$ cat src/hw/asr_pkg.sv
// Package for the asynchronous SRAM host controller: pin widths, timing figures and cycle counts.
// Assumes a single 200 MHz clock domain in the controller.
package asr_pkg;

  localparam int ADDR_W = 19;
  localparam int DATA_W = 8;
  localparam int CLK_PERIOD_PS = 5000;

  // Faster grade timing figures in picoseconds.
  localparam int ADDRESS_ACCESS_TIME_PS       = 55000;
  localparam int OUTPUT_ENABLE_ACCESS_TIME_PS = 25000;
  localparam int OUTPUT_DISABLE_TO_FLOAT_PS   = 20000;
  localparam int WRITE_PULSE_TIME_PS          = 45000;
  localparam int DATA_SETUP_TIME_PS           = 25000;
  localparam int WRITE_LOW_TO_FLOAT_PS        = 20000;

  // Least times round up to whole cycles.
  localparam int READ_CYCLES  = (ADDRESS_ACCESS_TIME_PS + CLK_PERIOD_PS - 1) / CLK_PERIOD_PS;
  localparam int FLOAT_CYCLES = (OUTPUT_DISABLE_TO_FLOAT_PS + CLK_PERIOD_PS - 1) / CLK_PERIOD_PS;
  localparam int WRITE_CYCLES = (WRITE_PULSE_TIME_PS + CLK_PERIOD_PS - 1) / CLK_PERIOD_PS;
  localparam int WFLOAT_CYCLES = (WRITE_LOW_TO_FLOAT_PS + CLK_PERIOD_PS - 1) / CLK_PERIOD_PS;
  localparam int CNT_W = 4;

  localparam logic [CNT_W-1:0] CNT_RESET = 4'h0;

  typedef enum logic [2:0]
  {
    ASR_IDLE  = 3'b000,
    ASR_READ  = 3'b001,
    ASR_WRITE = 3'b010,
    ASR_FLOAT = 3'b011
  } asr_state_t;

endpackage : asr_pkg

$ cat src/hw/asr_pins_if.sv
// Interface between the controller core and its pin stage.
// Assumes both ends run on the same clock.
`timescale 1ns/1ps
interface asr_pins_if;
  import asr_pkg::*;
  logic [ADDR_W-1:0] addr;
  logic              cs_n;
  logic              oe_n;
  logic              we_n;
  logic [DATA_W-1:0] wdata;
  logic              drive;
  logic [DATA_W-1:0] rdata_sync;
  modport core (output addr, cs_n, oe_n, we_n, wdata, drive, input rdata_sync);
  modport pins (input addr, cs_n, oe_n, we_n, wdata, drive, output rdata_sync);
endinterface : asr_pins_if

$ cat src/hw/asr_host.sv
// Host controller for a 512K x 8 asynchronous SRAM: one read or write per request.
// Assumes a 200 MHz clock and the SRAM wired directly to the pin ports.
// Function
// - Host presents all 19 address bits for every access.
// - Late control edges shift data validity to that control edge.
// - Host samples data only after the full access time elapsed.
// - Host keeps each read cycle at least the access time long.
// - Host deasserts a strobe while the address changes between writes.
`timescale 1ns/1ps
module asr_host
  import asr_pkg::*;
(
  // Clock and reset.
  input  wire logic              clock,
  input  wire logic              rst_n,
  // Request port.
  input  wire logic              req_valid,
  input  wire logic              req_write,
  input  wire logic [ADDR_W-1:0] req_addr,
  input  wire logic [DATA_W-1:0] req_wdata,
  output      logic              req_ready,
  // Answer port.
  output      logic              rsp_valid,
  output      logic [DATA_W-1:0] rsp_rdata,
  // SRAM pins.
  output      logic [ADDR_W-1:0] addr_bus,
  output      logic              chip_select_n,
  output      logic              output_drive_n,
  output      logic              write_strobe_n,
  output      logic [DATA_W-1:0] data_bus_out,
  output      logic              data_bus_oe,
  input  wire logic [DATA_W-1:0] data_bus_in
);

  // The pin stage adds one cycle of output delay and three of input delay.
  localparam int               SYNC_LAT = 4;
  localparam logic [CNT_W-1:0] READ_LAST  = CNT_W'(READ_CYCLES + SYNC_LAT - 1);
  localparam logic [CNT_W-1:0] WRITE_LAST = CNT_W'(WRITE_CYCLES - 1);
  localparam logic [CNT_W-1:0] FLOAT_LAST = CNT_W'(FLOAT_CYCLES);

  asr_pins_if pins ();

  asr_state_t        state;
  asr_state_t        next_state;
  logic [CNT_W-1:0]  count;
  logic [CNT_W-1:0]  next_count;
  logic [ADDR_W-1:0] addr;
  logic [DATA_W-1:0] wdata;
  logic              accept;
  logic              count_done;
  logic [CNT_W-1:0]  last_for;

  assign req_ready  = (state == ASR_IDLE);
  assign accept     = req_valid && req_ready;
  assign last_for   = (state == ASR_READ) ? READ_LAST : (state == ASR_WRITE) ? WRITE_LAST : FLOAT_LAST;
  assign count_done = (count == last_for);

  always_comb
  begin
    next_state = state;
    next_count = count + CNT_W'(1);
    case (state)
      ASR_IDLE:
      begin
        next_count = CNT_RESET;
        if (accept)
          next_state = req_write ? ASR_WRITE : ASR_READ;
      end
      ASR_READ:
        if (count_done)
        begin
          next_state = ASR_FLOAT;
          next_count = CNT_RESET;
        end
      ASR_WRITE:
        if (count_done)
        begin
          next_state = ASR_FLOAT;
          next_count = CNT_RESET;
        end
      ASR_FLOAT:
        if (count_done)
          next_state = ASR_IDLE;
      default:
        next_state = ASR_IDLE;
    endcase
  end

  always_ff @(posedge clock)
  begin
    if (!rst_n)
    begin
      state <= ASR_IDLE;
      count <= CNT_RESET;
      addr  <= '0;
      wdata <= '0;
    end
    else
    begin
      state <= next_state;
      count <= next_count;
      if (accept)
      begin
        addr  <= req_addr;
        wdata <= req_wdata;
      end
    end
  end

  // Address is held through the float tail, so it never moves while a strobe is low.
  assign pins.addr  = addr;
  assign pins.cs_n  = !((state == ASR_READ) || (state == ASR_WRITE));
  assign pins.oe_n  = !(state == ASR_READ);
  assign pins.we_n  = !(state == ASR_WRITE);
  // Drive waits past the SRAM's own release after a read or a falling write strobe.
  assign pins.drive = (state == ASR_WRITE) && (count >= CNT_W'(WFLOAT_CYCLES));
  assign pins.wdata = wdata;

  // Data is sampled only at the end of the full access time plus the input delay.
  always_ff @(posedge clock)
  begin
    if (!rst_n)
    begin
      rsp_valid <= 1'b0;
      rsp_rdata <= '0;
    end
    else
    begin
      rsp_valid <= (state == ASR_READ) && count_done;
      if ((state == ASR_READ) && count_done)
        rsp_rdata <= pins.rdata_sync;
    end
  end

  asr_pin_stage u_pins
  (
    .clock          (clock),
    .rst_n          (rst_n),
    .core           (pins.pins),
    .addr_bus       (addr_bus),
    .chip_select_n  (chip_select_n),
    .output_drive_n (output_drive_n),
    .write_strobe_n (write_strobe_n),
    .data_bus_out   (data_bus_out),
    .data_bus_oe    (data_bus_oe),
    .data_bus_in    (data_bus_in)
  );
endmodule : asr_host

$ cat src/hw/asr_pin_stage.sv
// Pin stage: registers the strobes and address, and synchronises the data bus input.
// Assumes the SRAM pins attach directly to these ports.
`timescale 1ns/1ps
module asr_pin_stage
  import asr_pkg::*;
(
  // Clock and reset.
  input  wire logic              clock,
  input  wire logic              rst_n,
  // Core side.
  asr_pins_if.pins               core,
  // SRAM pins.
  output      logic [ADDR_W-1:0] addr_bus,
  output      logic              chip_select_n,
  output      logic              output_drive_n,
  output      logic              write_strobe_n,
  output      logic [DATA_W-1:0] data_bus_out,
  output      logic              data_bus_oe,
  input  wire logic [DATA_W-1:0] data_bus_in
);

  logic [DATA_W-1:0] sync1;
  logic [DATA_W-1:0] sync2;
  logic [DATA_W-1:0] sync3;

  always_ff @(posedge clock)
  begin
    if (!rst_n)
    begin
      addr_bus       <= '0;
      chip_select_n  <= 1'b1;
      output_drive_n <= 1'b1;
      write_strobe_n <= 1'b1;
      data_bus_out   <= '0;
      data_bus_oe    <= 1'b0;
      sync1          <= '0;
      sync2          <= '0;
      sync3          <= '0;
    end
    else
    begin
      addr_bus       <= core.addr;
      chip_select_n  <= core.cs_n;
      output_drive_n <= core.oe_n;
      write_strobe_n <= core.we_n;
      data_bus_out   <= core.wdata;
      data_bus_oe    <= core.drive;
      sync1          <= data_bus_in;
      sync2          <= sync1;
      sync3          <= sync2;
    end
  end

  // The core samples the third stage once the full access time has passed and the bus has settled, so the last two stages already agree.
  assign core.rdata_sync = sync3;

endmodule : asr_pin_stage

$ cat config.mk
export PLATFORM = sky130hd
export DESIGN_NAME = asr_host
export DESIGN_NICKNAME = d
export VERILOG_FILES = /design/src/hw/asr_pkg.sv /design/src/hw/asr_pins_if.sv /design/src/hw/asr_host.sv /design/src/hw/asr_pin_stage.sv
export SDC_FILE = /design/constraint.sdc
export NUM_CORES = 1
export LEC_CHECK = 0
export BUFFER_PORTS_ARGS = -buffer_cell sky130_fd_sc_hd__buf_4
export CORE_AREA = 2 2 89 112
export CTS_CLUSTER_DIAMETER = 100
export DETAILED_ROUTE_END_ITERATION = 7
export DIE_AREA = 0 0 91 114
export PLACE_DENSITY = 0.58
export SETUP_SLACK_MARGIN = 0.15
export SYNTH_ARGS = -nofsm -noshare
export SYNTH_HDL_FRONTEND = slang
export SYNTH_SLANG_ARGS = --single-unit
$ cat constraint.sdc
create_clock -name clock -period 1.9 [get_ports clock]
set_input_delay 0.19 -clock clock [delete_from_list [all_inputs] [get_ports clock]]
set_output_delay 0.19 -clock clock [all_outputs]
set_load 0.02 [all_outputs]
==> impl_metrics.env <==
export IMPL_drtIter0Drc=56
export IMPL_max_freq_mhz=600
export IMPL_core_area_um2=9410
export IMPL_ff2ff_path_depth=7
export IMPL_overflow=0
export IMPL_ant_nets=0
export IMPL_timing_hold_ws_ns=0.0653
export IMPL_r2r_end="rsp_rdata[0]$_SDFFE_PN0P_"
export IMPL_cpMaxStageDelayCell="dfxtp_4"
export IMPL_routed_wl_um=5870
export IMPL_cpPeakStageDelay_ns=0.40
export IMPL_synthXorXnorAreaFrac_pct=1.38
export IMPL_dr_pass1_iters=4
export IMPL_initial_utilization_pct=33.7
export IMPL_synth_cells=313
export IMPL_timing_rr_start="state[0]$_SDFFE_PN0P_"
export IMPL_synth_warnings=0
export IMPL_path_cells="inv_4, ha_4, xor2_2, nor4_2, and2_4, buf_12, mux2i_1"
export IMPL_drt_wirelength_per_cell_um=11.1
export IMPL_grt_pass1_wl_um=9580
export IMPL_diodes=0
export IMPL_core_rowCount=40
export IMPL_dp_cells=510
export IMPL_ys_seq_elements=97
export IMPL_tightest_slew_ns=0.380
export IMPL_synth_compound_area_share_pct=7.26
export IMPL_crit_required_ns=2.16
export IMPL_pwr_density_cell_nw_per_um2=1170
export IMPL_hold_class="input pin to flop"
export IMPL_synth_top_family_by_area="simple AND/OR/NAND/NOR gates"
export IMPL_gp_congestion=0.698
export IMPL_fin_crit_sh_pct=87.7
export IMPL_hold_end="u_pins.sync1[7]$_SDFF_PN0_"
export IMPL_critPathCaptureType="flop"
export IMPL_relSlewSlack_pct=74.7
export IMPL_r2r_slack_ns=0.23
export IMPL_drc_errors=0
export IMPL_critPathMaxFanout=8
export IMPL_maxCapViolCount=0
export IMPL_syn_area_um2=3170
export IMPL_total_leakage_power_nw=1.85
export IMPL_dp_hpwl_um=3920
export IMPL_cts_root_buf="clkbuf_16"
export IMPL_seq_area_frac_synth_pct=61.2
export IMPL_drv_slew=0
export IMPL_grt_setup_unrepaired="yes"
export IMPL_dpl_cell_area_um2=3930
export IMPL_yosys_area_share_adder_pct=2.76
export IMPL_finalNonFillerCells=527
export IMPL_nets=442
export IMPL_yosysUniqueCellTypes=22
export IMPL_finalHoldViolCount=0
export IMPL_clock_skew_ns=0.00536
export IMPL_drive_gt1_share_pct=29.2
export IMPL_min_path_cells=2
export IMPL_synthMuxAreaShare_pct=3.15
export IMPL_worstSkewPairLatency_ns=0.33
export IMPL_clock_sinks=97
export IMPL_hp_start="data_bus_in[7]"
export IMPL_port_buffers=79
export IMPL_start_kind="flop"
export IMPL_synth_simple_area_share_pct=21.5
export IMPL_cts_made_buffers=9
export IMPL_clk_path_buf_depth=2
export IMPL_die_w_um=91
export IMPL_final_area_um2=4290
export IMPL_area_growth_pct=35.1
export IMPL_grtUsageTotal_pct=11.9
export IMPL_grt_pass1_vias=2069
export IMPL_synth_nets=359
export IMPL_htreeDepth=3
export IMPL_period_minus_slack_ns=1.67
export IMPL_fillers=953
export IMPL_synth_avg_cell_area_um2=10.1
export IMPL_ctsHoldBuffers=0
export IMPL_tns_ns=0
export IMPL_grt_max_degree=44
export IMPL_crit_type="flop to flop"
export IMPL_status="completed"
export IMPL_ir_worst_vdd_mv=0.425
export IMPL_critPathArrivalTime_ns=1.92
export IMPL_viasPerCell=4.09
export IMPL_clk_transition_reported_paths_ns=0.06
export IMPL_die_y_um=114
export IMPL_pin_count=80
export IMPL_antenna_found_initial=0
export IMPL_setup_viol=0
export IMPL_vias=2157
export IMPL_cts_tree="yes"
export IMPL_dieArea_um2=10400
==> registers in the layout, summed over array words and instances, names as in the netlist <==
register and cells:
addr 19, u_pins.addr_bus 19, pins.wdata 8, rsp_rdata 8
u_pins.core.rdata_sync 8, u_pins.data_bus_out 8, u_pins.sync1 8, u_pins.sync2 8
count 4, state 2, rsp_valid 1, u_pins.chip_select_n 1
u_pins.data_bus_oe 1, u_pins.output_drive_n 1, u_pins.write_strobe_n 1
==> Yosys cell counts, drive strengths merged <==
library cell / n / area, um2
a21boi: 27 / 203
a21o: 1 / 7.51
a2bb2oi: 1 / 8.76
and2: 53 / 332
and3: 1 / 7.51
buf: 3 / 20.0
clkbuf: 14 / 52.6
dfxtp: 97 / 1940
ha: 7 / 87.6
inv: 4 / 15.0
mux2i: 10 / 100
nand2: 77 / 289
nand3: 1 / 5.00
nor2: 8 / 30.0
nor2b: 1 / 6.26
nor4: 1 / 12.5
o21ai: 1 / 5.00
o22ai: 1 / 6.26
xnor2: 2 / 17.5
xor2: 3 / 26.3
==> worst max-delay path by stage <==
stage	from	to	slack (ns)	cells past startpoint
floorplan	state[0]$_SDFFE_PN0P_	rsp_rdata[0]$_SDFFE_PN0P_	0.17	7
global placement	state[0]$_SDFFE_PN0P_	count[2]$_SDFF_PN0_	0.16	7
detailed placement	state[0]$_SDFFE_PN0P_	count[2]$_SDFF_PN0_	0.03	7
CTS	state[0]$_SDFFE_PN0P_	rsp_rdata[0]$_SDFFE_PN0P_	0.15	7
global route	state[0]$_SDFFE_PN0P_	rsp_rdata[0]$_SDFFE_PN0P_	0.1	7
finish	state[0]$_SDFFE_PN0P_	rsp_rdata[0]$_SDFFE_PN0P_	0.23	7
==> cell type report <==
class,instances,area [um2],area share (%)
clock buffers,12,267,6.22
clock inverters,4,26.3,0.613
inverters,4,17.5,0.409
multi-input cells,195,1190,27.8
flip-flops and latches,97,1950,45.4
well taps,126,158,3.68
repair buffers,89,681,15.9
==> critical path: cells and delay by family, from the launching register on <==
kind,cells,cell delay [ns]
buf+inv,2,0.17
mux,1,0.18
xor+xnor,1,0.14
flops,1,0.40
fa+ha+maj,1,0.22
simple gates,2,0.48
==> through the flow <==
step           util, %  worst slack [ns]  total power, W
2_1_floorplan        -             0.172         0.00291
3_3_place_gp      41.8             0.161         0.00325
3_5_place_dp      41.8            0.0346         0.00327
4_1_cts           45.0             0.151         0.00501
5_1_grt           45.6            0.0974         0.00531
6_report          45.6             0.233         0.00501
==> routing by layer <==
layer	track usage, %	vias up	share of wire [%]
li1	-	1142	-
met1	14.6	956	47
met2	18.5	50	47
met3	3.83	9	4.1
met4	6.36	0	2.1
met5	0	-	0
==> layout by cell type (no fill, tap or decap) <==
cell type    n
mux2i_1     10
a21o_1       1
and2_4       1
o22ai_2      1
clkbuf_16    9
nand3_1      1
xor2_1       2
and2_1      52
ha_1         5
o21ai_0      1
clkinv_2     2
clkinv_4     1
dfxtp_4      1
inv_1        2
a2bb2oi_2    1
nor4_2       1
buf_4       88
buf_12       1
clkbuf_8     3
nor2b_1      1
xor2_2       1
dfxtp_1     95
xnor2_1      2
inv_4        1
a21boi_0    27
clkinvlp_4   1
inv_2        1
and3_2       1
nor2_1       8
nand2_1     77
ha_4         2
dfxtp_2      1
==> logic make-up (layout without fill, tap and decap cells) <==
logic type,after synthesis,in the layout
compound gates,31,31
xor+xnor,5,5
fa+ha+maj,7,7
buf+inv,21,109
flops,97,97
mux,10,10
simple gates,142,142
==> where the power goes <==
group	internal, W	switching (W)	leakage [nW]	total, W
Sequential	0.00225	0.0000985	0.794	0.00235
Clock	0.000991	0.000715	0.145	0.00171
Combinational	0.000449	0.000502	0.911	0.000952
==> what timing repair did <==
action                                  4_1_cts  5_1_grt
endpoints found under the setup margin       14       14
pin swaps                                     0        3
gates resized for setup                       2       11
setup buffers                                 0        1
Power figures use the tool's default switching activity.
